--- config.mk ---
export PLATFORM = sky130hd
export DESIGN_NAME = scs_clock_source
export DESIGN_NICKNAME = d
export VERILOG_FILES = /design/src/verilog/scs_pkg.sv /design/src/verilog/scs_clock_source.sv
export SDC_FILE = /design/constraint.sdc
export NUM_CORES = 1
export LEC_CHECK = 0
export ABC_AREA = 1
export BUFFER_PORTS_ARGS = -buffer_cell sky130_fd_sc_hd__buf_4
export CORE_MARGIN = 1.5
export CORE_UTILIZATION = 50
export DETAILED_ROUTE_END_ITERATION = 10
export HOLD_SLACK_MARGIN = 0.1
export PLACE_DENSITY = 0.7
export SLEW_MARGIN = 10
export SYNTH_ARGS = -nofsm -noshare
export SYNTH_HDL_FRONTEND = slang
export SYNTH_SLANG_ARGS = --single-unit
--- constraint.sdc ---
create_clock -name clk_i -period 4.6 [get_ports clk_i]
set_clock_uncertainty 0.05 [all_clocks]
set_input_delay 0.46 -clock clk_i [delete_from_list [all_inputs] [get_ports clk_i]]
set_output_delay 0.46 -clock clk_i [all_outputs]
set_load 0.01 [all_outputs]
--- src/verilog/scs_pkg.sv ---
package scs_pkg;
	// register port geometry
	localparam int ADDR_W = 4;
	localparam int DATA_W = 16;
	localparam logic [3:0] OFS_DIV = 4'h0;
	localparam logic [3:0] OFS_FBD = 4'h4;
	localparam logic [3:0] OFS_SRC = 4'h8;
	// clock_divisor_reg field positions
	localparam int RCP_LSB = 8;
	localparam int RCP_MSB = 10;
	localparam int PST_LSB = 6;
	localparam int PST_MSB = 7;
	localparam int PRE_LSB = 0;
	localparam int PRE_MSB = 4;
	// pll_feedback_reg field
	localparam int FBD_MSB = 8;
	// source control register fields
	localparam int REQ_LSB = 0;
	localparam int REQ_MSB = 2;
	localparam int CUR_LSB = 4;
	localparam int BUSY_BIT = 7;
	// reset values
	localparam logic [2:0] RCP_RST = 3'h0;
	localparam logic [1:0] PST_RST = 2'h0;
	localparam logic [4:0] PRE_RST = 5'h00;
	localparam logic [8:0] FBD_RST = 9'h01E;
	// divider arithmetic
	localparam logic [8:0] RC_BASE = 9'h002;
	localparam logic [8:0] RC_DIV16 = 9'h010;
	localparam logic [8:0] PRE_BASE = 9'h002;
	localparam logic [9:0] FBD_BASE = 10'h002;
	localparam logic [8:0] N1_MAX = 9'h021;
	localparam logic [1:0] SH_N2_2 = 2'h1;
	localparam logic [1:0] SH_N2_4 = 2'h2;
	localparam logic [1:0] SH_N2_8 = 2'h3;
	localparam logic [15:0] ACC_MAX = 16'hFFFF;
	// synchronised oscillator pin positions
	localparam int PIN_RC = 0;
	localparam int PIN_PRI = 1;
	localparam int PIN_SEC = 2;
	localparam int PIN_LP = 3;
	// clock sources
	typedef enum logic [2:0] {
		SRC_RC = 3'h0,
		SRC_RC_PLL = 3'h1,
		SRC_PRIMARY = 3'h2,
		SRC_PRIMARY_PLL = 3'h3,
		SRC_SECONDARY = 3'h4,
		SRC_LP_RC = 3'h5,
		SRC_RC_DIV16 = 3'h6,
		SRC_RC_POST = 3'h7
	} scs_src_e;
	// primary oscillator modes
	typedef enum logic [1:0] {
		PM_EXTERNAL = 2'h0,
		PM_STD_XTAL = 2'h1,
		PM_FAST_XTAL = 2'h2,
		PM_OFF = 2'h3
	} scs_pmode_e;
	// switch state machine
	typedef enum logic [1:0] {
		ST_RUN = 2'b01,
		ST_SWITCH = 2'b10
	} scs_state_e;
endpackage

--- src/verilog/scs_clock_source.sv ---
`timescale 1ns/1ps
module scs_clock_source (
	// clock and reset
	input wire logic clk_i,
	input wire logic rst_i,
	// register port
	input wire logic [scs_pkg::ADDR_W-1:0] addr_i,
	input wire logic [scs_pkg::DATA_W-1:0] wdata_i,
	input wire logic we_i,
	input wire logic re_i,
	output logic [scs_pkg::DATA_W-1:0] rdata_o,
	// non-volatile configuration
	input wire logic [2:0] initial_source_sel_i,
	input wire logic [1:0] primary_mode_sel_i,
	input wire logic osc_pin_function_bit_i,
	// oscillator pins
	input wire logic fast_internal_rc_i,
	input wire logic primary_osc_i,
	input wire logic secondary_osc_i,
	input wire logic low_power_internal_rc_i,
	// clock enables and instruction clock out
	output logic sys_tick_o,
	output logic instr_tick_o,
	output logic instruction_clock_o,
	output logic wdt_ref_tick_o,
	// oscillator controls
	output logic xtal_amp_en_o,
	output logic xtal_high_gain_o,
	output logic sec_osc_en_o,
	output logic pll_en_o,
	output logic osc2_clkout_o,
	output logic osc2_clkout_en_o
);

	// divider helpers
	function automatic logic [8:0] rc_div_f(input logic [2:0] sel);
		rc_div_f = scs_pkg::RC_BASE << sel;
	endfunction

	function automatic logic [8:0] pll_den_f(input logic [4:0] pre, input logic [1:0] pst);
		logic [8:0] n1;
		logic [1:0] sh;
		n1 = {4'h0, pre} + scs_pkg::PRE_BASE;
		case (pst)
			2'h0: sh = scs_pkg::SH_N2_2;
			2'h1: sh = scs_pkg::SH_N2_4;
			default: sh = scs_pkg::SH_N2_8;
		endcase
		pll_den_f = n1 << sh;
	endfunction

	function automatic logic is_pri_f(input scs_pkg::scs_src_e s);
		is_pri_f = (s == scs_pkg::SRC_PRIMARY) || (s == scs_pkg::SRC_PRIMARY_PLL);
	endfunction

	function automatic logic is_pll_f(input scs_pkg::scs_src_e s);
		is_pll_f = (s == scs_pkg::SRC_RC_PLL) || (s == scs_pkg::SRC_PRIMARY_PLL);
	endfunction

	logic [3:0] sync1_r;
	logic [3:0] sync2_r;
	logic [3:0] last_r;
	logic [3:0] edge_w;
	logic [2:0] rcp_r;
	logic [1:0] pst_r;
	logic [4:0] pre_r;
	logic [8:0] fbd_r;
	scs_pkg::scs_src_e cur_src_r;
	scs_pkg::scs_src_e req_src_r;
	scs_pkg::scs_state_e state_r;
	logic [8:0] rc_cnt_r;
	logic [8:0] rc_lim;
	logic rc_tick;
	logic [15:0] acc_r;
	logic [15:0] acc_nxt;
	logic [8:0] den;
	logic [9:0] mul;
	logic pll_in_edge;
	logic pll_tick;
	logic fosc_tick;
	logic phase_r;
	logic instr_tick_nxt;
	logic switch_now;
	logic div_wr;
	logic pri_used;
	logic pri_xtal;
	logic [scs_pkg::DATA_W-1:0] rdata_r;
	logic sys_tick_r;
	logic instr_tick_r;
	logic wdt_tick_r;
	logic amp_r;
	logic gain_r;
	logic sec_en_r;
	logic pll_en_r;
	logic clkout_en_r;

	// pins are asynchronous: two flops, then edge detect on the second
	always_ff @(posedge clk_i) begin
		sync1_r <= {low_power_internal_rc_i, secondary_osc_i, primary_osc_i, fast_internal_rc_i};
		sync2_r <= sync1_r;
		last_r <= sync2_r;
	end
	assign edge_w = sync2_r & ~last_r;

	// divisor and feedback registers
	assign div_wr = we_i && (addr_i == scs_pkg::OFS_DIV);
	always_ff @(posedge clk_i) begin
		if (rst_i) begin
			rcp_r <= scs_pkg::RCP_RST;
			pst_r <= scs_pkg::PST_RST;
			pre_r <= scs_pkg::PRE_RST;
			fbd_r <= scs_pkg::FBD_RST;
		end else if (div_wr) begin
			rcp_r <= wdata_i[scs_pkg::RCP_MSB:scs_pkg::RCP_LSB];
			pst_r <= wdata_i[scs_pkg::PST_MSB:scs_pkg::PST_LSB];
			pre_r <= wdata_i[scs_pkg::PRE_MSB:scs_pkg::PRE_LSB];
		end else if (we_i && (addr_i == scs_pkg::OFS_FBD)) begin
			fbd_r <= wdata_i[scs_pkg::FBD_MSB:0];
		end
	end

	// read data only in the cycle after the strobe; unmapped reads zero
	always_ff @(posedge clk_i) begin
		if (rst_i || !re_i) begin
			rdata_r <= '0;
		end else begin
			case (addr_i)
				scs_pkg::OFS_DIV: rdata_r <= {5'h00, rcp_r, pst_r, 1'b0, pre_r};
				scs_pkg::OFS_FBD: rdata_r <= {7'h00, fbd_r};
				scs_pkg::OFS_SRC: rdata_r <= {8'h00, state_r == scs_pkg::ST_SWITCH,
					cur_src_r, 1'b0, req_src_r};
				default: rdata_r <= '0;
			endcase
		end
	end

	// source selection: configuration at reset, then glitch-free switching
	assign switch_now = (state_r == scs_pkg::ST_SWITCH) && instr_tick_nxt;
	always_ff @(posedge clk_i) begin
		if (rst_i) begin
			cur_src_r <= scs_pkg::scs_src_e'(initial_source_sel_i);
			req_src_r <= scs_pkg::scs_src_e'(initial_source_sel_i);
			state_r <= scs_pkg::ST_RUN;
		end else begin
			case (state_r)
				scs_pkg::ST_RUN: state_r <= scs_pkg::ST_RUN;
				scs_pkg::ST_SWITCH: begin
					// only at the end of a full instruction period
					if (instr_tick_nxt) begin
						cur_src_r <= req_src_r;
						state_r <= scs_pkg::ST_RUN;
					end
				end
				default: state_r <= scs_pkg::ST_RUN;
			endcase
			// a new request wins over completion of the old one
			if (we_i && (addr_i == scs_pkg::OFS_SRC)) begin
				req_src_r <= scs_pkg::scs_src_e'(wdata_i[scs_pkg::REQ_MSB:scs_pkg::REQ_LSB]);
				state_r <= scs_pkg::ST_SWITCH;
			end
		end
	end

	// RC postscaler; cleared on switch so the first divided period is whole
	assign rc_lim = (cur_src_r == scs_pkg::SRC_RC_DIV16) ? scs_pkg::RC_DIV16 :
		rc_div_f(rcp_r);
	assign rc_tick = edge_w[scs_pkg::PIN_RC] && (rc_cnt_r >= rc_lim - 9'h001);
	always_ff @(posedge clk_i) begin
		if (rst_i || switch_now || div_wr) begin
			rc_cnt_r <= '0;
		end else if (edge_w[scs_pkg::PIN_RC] && ((cur_src_r == scs_pkg::SRC_RC_DIV16) ||
			(cur_src_r == scs_pkg::SRC_RC_POST))) begin
			rc_cnt_r <= rc_tick ? 9'h000 : rc_cnt_r + 9'h001;
		end
	end

	// PLL as a rate synthesiser: each input edge adds M, each output tick takes N1*N2
	assign pll_in_edge = (cur_src_r == scs_pkg::SRC_RC_PLL) ? edge_w[scs_pkg::PIN_RC] :
		(cur_src_r == scs_pkg::SRC_PRIMARY_PLL) ? edge_w[scs_pkg::PIN_PRI] : 1'b0;
	assign den = pll_den_f(pre_r, pst_r);
	assign mul = {1'b0, fbd_r} + scs_pkg::FBD_BASE;
	assign pll_tick = acc_r >= {7'h00, den};
	always_comb begin
		logic [16:0] sum;
		sum = {1'b0, acc_r} + (pll_in_edge ? {7'h00, mul} : 17'h00000);
		// saturate: output beyond one tick per cycle cannot be represented
		acc_nxt = sum[16] ? scs_pkg::ACC_MAX : sum[15:0];
		if (pll_tick) begin
			acc_nxt = acc_nxt - {7'h00, den};
		end
	end
	always_ff @(posedge clk_i) begin
		if (rst_i || switch_now) begin
			acc_r <= '0;
		end else begin
			acc_r <= acc_nxt;
		end
	end

	// oscillator tick of the current source
	always_comb begin
		case (cur_src_r)
			scs_pkg::SRC_RC: fosc_tick = edge_w[scs_pkg::PIN_RC];
			scs_pkg::SRC_RC_PLL: fosc_tick = pll_tick;
			scs_pkg::SRC_PRIMARY: fosc_tick = edge_w[scs_pkg::PIN_PRI];
			scs_pkg::SRC_PRIMARY_PLL: fosc_tick = pll_tick;
			scs_pkg::SRC_SECONDARY: fosc_tick = edge_w[scs_pkg::PIN_SEC];
			scs_pkg::SRC_LP_RC: fosc_tick = edge_w[scs_pkg::PIN_LP];
			default: fosc_tick = rc_tick;
		endcase
	end

	// divide by two for the instruction clock
	assign instr_tick_nxt = fosc_tick && phase_r;
	always_ff @(posedge clk_i) begin
		if (rst_i) begin
			phase_r <= 1'b0;
		end else if (fosc_tick) begin
			phase_r <= !phase_r;
		end
	end

	// keep the outgoing and incoming oscillators both alive while switching
	assign pri_used = is_pri_f(cur_src_r) ||
		((state_r == scs_pkg::ST_SWITCH) && is_pri_f(req_src_r));
	assign pri_xtal = pri_used && ((primary_mode_sel_i == scs_pkg::PM_STD_XTAL) ||
		(primary_mode_sel_i == scs_pkg::PM_FAST_XTAL));

	// registered outputs
	always_ff @(posedge clk_i) begin
		if (rst_i) begin
			sys_tick_r <= 1'b0;
			instr_tick_r <= 1'b0;
			wdt_tick_r <= 1'b0;
			amp_r <= 1'b0;
			gain_r <= 1'b0;
			sec_en_r <= 1'b0;
			pll_en_r <= 1'b0;
			clkout_en_r <= 1'b0;
		end else begin
			sys_tick_r <= fosc_tick;
			instr_tick_r <= instr_tick_nxt;
			wdt_tick_r <= edge_w[scs_pkg::PIN_LP];
			amp_r <= pri_xtal;
			gain_r <= pri_xtal && (primary_mode_sel_i == scs_pkg::PM_FAST_XTAL);
			sec_en_r <= (cur_src_r == scs_pkg::SRC_SECONDARY) ||
				(req_src_r == scs_pkg::SRC_SECONDARY);
			pll_en_r <= is_pll_f(cur_src_r) || is_pll_f(req_src_r);
			// a crystal owns the pin; otherwise the configuration bit decides
			clkout_en_r <= !pri_xtal && !osc_pin_function_bit_i;
		end
	end
	assign rdata_o = rdata_r;
	assign sys_tick_o = sys_tick_r;
	assign instr_tick_o = instr_tick_r;
	assign instruction_clock_o = phase_r;
	assign osc2_clkout_o = phase_r;
	assign wdt_ref_tick_o = wdt_tick_r;
	assign xtal_amp_en_o = amp_r;
	assign xtal_high_gain_o = gain_r;
	assign sec_osc_en_o = sec_en_r;
	assign pll_en_o = pll_en_r;
	assign osc2_clkout_en_o = clkout_en_r;
endmodule

After elaboration in Yosys (flattened, before gate mapping). Cells that the tools add are included. Widths: inputs -> output; s select.

Bits in registers: 89. Output and inout port bits: 26. Input bits: 34.

Muxes and demuxes: 18. Bitwise operators: 3. Shift operators: 2. Add/subtract/negate cells: 6. Eq/ne operators: 18. Reduce and logical (&&, ||, !) cells: 36. Order comparisons: 2.

Operator list (count): $pmux 11 s3 (1); $mux 16 (2); $mux 9 (2); $add 16x10->17 (1); $ge 16x9->1 (1); $sub 16x9->16 (1); $eq 3x3->1 const B (5); $mux 3 (5); $eq 3x2->1 const B (4); $logic_or 1x1->1 (12); $logic_and 1x1->1 (11); $add 9x2->10 const B (1); $mux 10 (1); $add 9x1->9 const B (1); $ge 9x9->1 (1); $shl 2x3->9 const A (1); $shl 6x2->9 (1); $sub 9x1->9 const B (1); $add 5x2->6 const B (1); $eq 3x1->1 const B (2); $mux 2 (3); $reduce_bool 2->1 (3); $pmux 1 s5 (1); $and 4x4->4 (1); 15 further kinds (22).

Longest topological paths before layout.
Depth in word-level cells: 10. Mapped depth: 31.

Least setup slack after synthesis. No wires, ideal clock.

Path kind: flip-flop to flip-flop. Start point: reg cur_src_r[1]. End point: reg acc_r[14]. Arrival time: 3.838 ns. Path slack: 0.601 ns. Buffers on the path: 1. Setup time: 0.111 ns. Stages on the path, launching flop included: 27. Data required time: 4.439 ns. Cells stage by stage: edfxtp_1 inv_1 nor2_1 a31oi_1 nor2_1 ha_1 fa_1 nand2_1 inv_1 nand2_1 nand2_2 nand3_2 nand3_4 nand2_4 buf_12 inv_4 nor2_1 inv_1 ha_1 inv_1 nor4_1 nand2_1 a21boi_1 nor2_2 nand3_1 nor2b_4 nor2_2.

Longest elaborated chain between the ends: 9. Elaborated cells on any way between the ends: 23. Classes of those cells: 3 x add/sub; 1 x order compare; 6 x eq/ne; 7 x mux; 6 x reduce/logical.

Ends and longest elaborated chain: start, declared (line scs_clock_source.sv:68) `scs_pkg::scs_src_e cur_src_r;`; start signal, assigned (line scs_clock_source.sv:141) `cur_src_r <= scs_pkg::scs_src_e'(initial_source_sel_i);`; start signal, assigned (line scs_clock_source.sv:150) `cur_src_r <= req_src_r;`; parallel branches: the longest is 9 deep, another holds $add 16x10->17; end signal, assigned (line scs_clock_source.sv:196) `acc_r <= acc_nxt;`; end, declared (line scs_clock_source.sv:74) `logic [15:0] acc_r;`.

Several ways; the timed one is not identified. A chain may end at the register's enable or synchronous reset.

Final worst setup path.
Start point: reg cur_src_r[2]. End point: reg acc_r[12].

Same word-level chain as after synthesis.

==> metrics.txt <==
# TYPE chip_impl_metric gauge
chip_impl_info{name="outcome",value="finished clean"} 1
chip_impl_info{name="cp_common_cell",value="sky130_fd_sc_hd__nand2_1"} 1
chip_impl_metric{name="globalRouteOverflowTotal",unit=""} 0
chip_impl_metric{name="report.final.setup_viol",unit=""} 0
chip_impl_metric{name="routed-via-count",unit=""} 4952
chip_impl_metric{name="rrSetupSlack",unit="ps"} 390
chip_impl_metric{name="area_growth_syn_to_layout",unit="%"} 13.4
chip_impl_metric{name="via_per_inst",unit=""} 5.17
chip_impl_metric{name="max_slew_margin",unit=""} 0.626
chip_impl_metric{name="place_congestion",unit=""} 0.855
chip_impl_metric{name="post-cts-setup-buffer-count",unit=""} 0
chip_impl_metric{name="antenna-diode-count",unit=""} 0
chip_impl_metric{name="clk_pin_slew_worst_paths",unit="ps"} 100
chip_impl_info{name="tritoncts_clock_tree",value="built"} 1
chip_impl_metric{name="worstPathRequired",unit="ps"} 4880
chip_impl_info{name="critical_path_class",value="flip-flop to flip-flop"} 1
chip_impl_metric{name="ys.warnings.count",unit=""} 0
chip_impl_metric{name="post-route-util",unit=""} 0.588
chip_impl_metric{name="post_synth_xor_area_fraction",unit=""} 0.0357
chip_impl_metric{name="core-area",unit="um^2"} 10400
chip_impl_metric{name="clk_latency",unit="ps"} 390
chip_impl_metric{name="max-clock-path-buffers",unit=""} 2
chip_impl_info{name="hold_path_class",value="input pin to flip-flop"} 1
chip_impl_metric{name="compound_gate_fraction_of_synth_area",unit=""} 0.121
chip_impl_info{name="route.top_layer_used",value="met4"} 1
chip_impl_metric{name="cp_max_fo",unit=""} 9
chip_impl_metric{name="clock-sinks",unit=""} 84
chip_impl_metric{name="mean_post_synth_cell_area",unit="um^2"} 7.07
chip_impl_metric{name="layout_worst_path_cycle_share",unit=""} 0.916
chip_impl_metric{name="drt_iter0_drc",unit=""} 289
chip_impl_metric{name="netlist_instances",unit=""} 763
chip_impl_metric{name="power.static_leakage",unit="uW"} 0.00304
chip_impl_metric{name="vdd_drop_max",unit="mV"} 0.302
chip_impl_metric{name="dp_slack",unit="ps"} 392
chip_impl_metric{name="synthesized_area_fraction_occupied_by_and_or_nand_nor_cells",unit=""} 0.311
chip_impl_metric{name="largest_net_degree_at_the_start_of_global_routing",unit=""} 30
chip_impl_metric{name="grt_use_total",unit=""} 0.243
chip_impl_metric{name="detail_route.wl_per_cell",unit="um"} 13.5
chip_impl_metric{name="maxSlewViolCount",unit=""} 0
chip_impl_metric{name="wirelength",unit="mm"} 12.9
chip_impl_info{name="clk_root_buffer_cell",value="sky130_fd_sc_hd__clkbuf_8"} 1
chip_impl_info{name="critical-path-slowest-cell",value="sky130_fd_sc_hd__edfxtp_1"} 1
chip_impl_metric{name="max_clock_freq",unit="MHz"} 237
chip_impl_metric{name="yosys.area_share.adder",unit=""} 0.102
chip_impl_metric{name="synth.ff_latch_count",unit=""} 84
chip_impl_metric{name="port-buffer-count",unit=""} 49
chip_impl_metric{name="holdPathStages",unit=""} 1
chip_impl_metric{name="die_height",unit="um"} 107
chip_impl_metric{name="floorplan.initialDensity",unit=""} 0.518
chip_impl_metric{name="layout.nets",unit=""} 894
chip_impl_metric{name="die_area",unit="um^2"} 11400
chip_impl_metric{name="drive_above_1_share",unit=""} 0.164
chip_impl_metric{name="drt-pass1-iter-count",unit=""} 5
chip_impl_metric{name="worstMarginPinSlew",unit="ps"} 559
chip_impl_metric{name="synthesized_area",unit="um^2"} 5400
chip_impl_metric{name="numCtsBuffers",unit=""} 9
chip_impl_metric{name="rows",unit=""} 37
chip_impl_metric{name="grt_antenna_before_repair",unit=""} 0
chip_impl_metric{name="met3_length",unit="um"} 632
chip_impl_metric{name="cts_hold_repair.buffers",unit=""} 0
chip_impl_metric{name="drt-met1-wl",unit="mm"} 6.13
chip_impl_metric{name="yosys.cell_types.count",unit=""} 48
chip_impl_metric{name="timing.final.hold_violations",unit=""} 0
chip_impl_metric{name="final.setup.tns",unit="ps"} 0
chip_impl_metric{name="grt_first_pass_wirelength",unit="mm"} 21.9
chip_impl_metric{name="synth_edf_count",unit=""} 6
chip_impl_metric{name="first_global_vias",unit=""} 4755
chip_impl_metric{name="muxShareOfSynthArea",unit=""} 0.00185
chip_impl_metric{name="post_cts_resized",unit=""} 0
chip_impl_metric{name="period_needed",unit="ps"} 4210
chip_impl_info{name="endpoint_kind",value="flip-flop"} 1
chip_impl_metric{name="power_density",unit="nW/um^2"} 415
chip_impl_metric{name="routed_length_on_met2",unit="mm"} 5.96
chip_impl_metric{name="fin_ws",unit="ps"} 385
chip_impl_metric{name="timing.max_cap.violations",unit=""} 0
chip_impl_metric{name="ys_async_sr_fraction",unit=""} 0
chip_impl_metric{name="die_width",unit="um"} 107
chip_impl_metric{name="number_of_cells_on_the_worst_reg_to_reg_path",unit=""} 27
chip_impl_metric{name="antenna_left",unit=""} 0
chip_impl_info{name="postSynth.topFlopCell",value="sky130_fd_sc_hd__dfxtp_1"} 1
chip_impl_metric{name="cpPeakStageDelay",unit="ps"} 450
chip_impl_info{name="synth_top_family_by_area",value="simple AND/OR/NAND/NOR gates"} 1
chip_impl_metric{name="clock_tree.htree_level_count",unit=""} 3
chip_impl_metric{name="cp_data_arrival_time",unit="ps"} 4490
chip_impl_metric{name="num_io_pins",unit=""} 60
chip_impl_metric{name="post-dp-hpwl",unit="mm"} 10.3
chip_impl_metric{name="drt_drc_violations_left",unit=""} 0
chip_impl_metric{name="seq_area_frac_synth",unit=""} 0.323
chip_impl_info{name="crit_path_start_kind",value="flip-flop"} 1
## where the power goes
group	switching (uW)	internal, uW
Combinational	662	434
Clock	297	256
Sequential	72.3	821
## path summary, 6_finish.rpt
kind | startpoint | endpoint
worst max-delay path | cur_src_r[2] | acc_r[12]
worst min-delay path | fast_internal_rc_i | sync1_r[0]
worst max register to register | cur_src_r[2] | acc_r[12]
worst min register to register | sync1_r[3] | sync2_r[3]
## placed cells by master (no fill, tap or decap), drive strengths merged, types with 9 or more instances in the layout
| cell type | netlist | layout |
|---|---|---|
| a21oi | 49 | 49 |
| o22ai | 9 | 9 |
| ha | 41 | 41 |
| nand2 | 170 | 170 |
| o21ai | 43 | 43 |
| clkbuf | 6 | 9 |
| nor2 | 101 | 101 |
| nand3 | 41 | 41 |
| inv | 121 | 124 |
| buf | 10 | 53 |
| nand4 | 14 | 14 |
| nor3 | 17 | 17 |
| xor2 | 19 | 19 |
| dfxtp | 78 | 78 |
## sequential cells by signal, indices dropped and copies added, names as in the netlist, 3 cells and up
name,count
acc_r,16
rdata_o,11
fbd_r,9
rc_cnt_r,9
pre_r,5
last_r,4
sync1_r,4
sync2_r,4
cur_src_r,3
rcp_r,3
req_src_r,3
## synth_stat cells, types with 2 or more instances
cell type / number / area (um^2)
sky130_fd_sc_hd__a21boi_1: 2 / 15.0
sky130_fd_sc_hd__fa_1: 2 / 40.0
sky130_fd_sc_hd__edfxtp_1: 6 / 180
sky130_fd_sc_hd__nand2_2: 13 / 81.3
sky130_fd_sc_hd__nor2_4: 3 / 33.8
sky130_fd_sc_hd__nand3_4: 2 / 35.0
sky130_fd_sc_hd__o21a_1: 2 / 15.0
sky130_fd_sc_hd__nor4_1: 2 / 12.5
sky130_fd_sc_hd__dfxtp_1: 78 / 1560
sky130_fd_sc_hd__or2_2: 3 / 18.8
sky130_fd_sc_hd__a21oi_1: 48 / 240
sky130_fd_sc_hd__o21ai_1: 4 / 20.0
sky130_fd_sc_hd__nor3_1: 14 / 70.1
sky130_fd_sc_hd__nand4_1: 13 / 81.3
sky130_fd_sc_hd__buf_4: 6 / 45.0
sky130_fd_sc_hd__nand2_4: 4 / 45.0
sky130_fd_sc_hd__nand3_2: 7 / 70.1
sky130_fd_sc_hd__a22oi_1: 2 / 15.0
sky130_fd_sc_hd__o221ai_1: 3 / 26.3
sky130_fd_sc_hd__nand3b_1: 2 / 15.0
sky130_fd_sc_hd__nor2_2: 8 / 50.1
sky130_fd_sc_hd__a31oi_1: 2 / 12.5
sky130_fd_sc_hd__clkbuf_1: 6 / 22.5
sky130_fd_sc_hd__xor2_1: 19 / 166
sky130_fd_sc_hd__nand3_1: 32 / 160
sky130_fd_sc_hd__o211ai_1: 4 / 30.0
sky130_fd_sc_hd__xnor2_1: 3 / 26.3
sky130_fd_sc_hd__o21ai_0: 39 / 195
sky130_fd_sc_hd__nand2_1: 153 / 574
sky130_fd_sc_hd__nor3_2: 2 / 20.0
sky130_fd_sc_hd__conb_1: 2 / 7.51
sky130_fd_sc_hd__nor2_1: 90 / 338
sky130_fd_sc_hd__nor3b_1: 4 / 30.0
sky130_fd_sc_hd__ha_1: 41 / 513
sky130_fd_sc_hd__o22ai_1: 9 / 56.3
sky130_fd_sc_hd__buf_2: 3 / 15.0
sky130_fd_sc_hd__inv_1: 111 / 417
sky130_fd_sc_hd__inv_2: 9 / 33.8
## logic make-up (layout without fill, tap and decap cells)
kind of cell,count (synthesis),in the layout
and+or+nand+nor,355,355
AOI/OAI and AO/OA,118,118
muxes,1,1
buffers and inverters,138,191
DFF,84,84
xor gates and xnor gates,22,22
other,2,8
adders and majority gates,43,43
## through the flow
stage | power [uW] | cell area, um^2 | hold slack, ps | cells
2_1_floorplan | 1730 | 5420 | 260 | 769
3_3_place_gp | 1940 | 5880 | 261 | 942
3_5_place_dp | 1980 | 5880 | 262 | 942
4_1_cts | 2530 | 6080 | 113 | 958
5_1_grt | 2760 | 6120 | 104 | 958
6_report | 2540 | 6120 | 122 | 958
## cell type report
class	count	area (um^2)
fillers	969	4290
multi-input cells	547	3150
flip-flops and latches	84	1740
inverters	122	460
repair buffers	53	398
well taps	136	170
clock buffers	9	124
clock inverters	7	73.8
## worst max-delay path, delay by kind of cell (launching register included)
kind	cells	cell delay, ps
AO/OA/AOI/OAI	5	690
adder cells (fa/ha/maj)	2	700
buffers and inverters	5	510
flip-flops	1	450
AND/OR/NAND/NOR	15	1750
## layer usage
metal / up-vias / GRT usage
li1: 2563 / -
met3: 15 / 0.0438
met4: 0 / 0.0790
met2: 111 / 0.402
met5: - / 0
met1: 2263 / 0.320
Power figures use the tool's default switching activity.
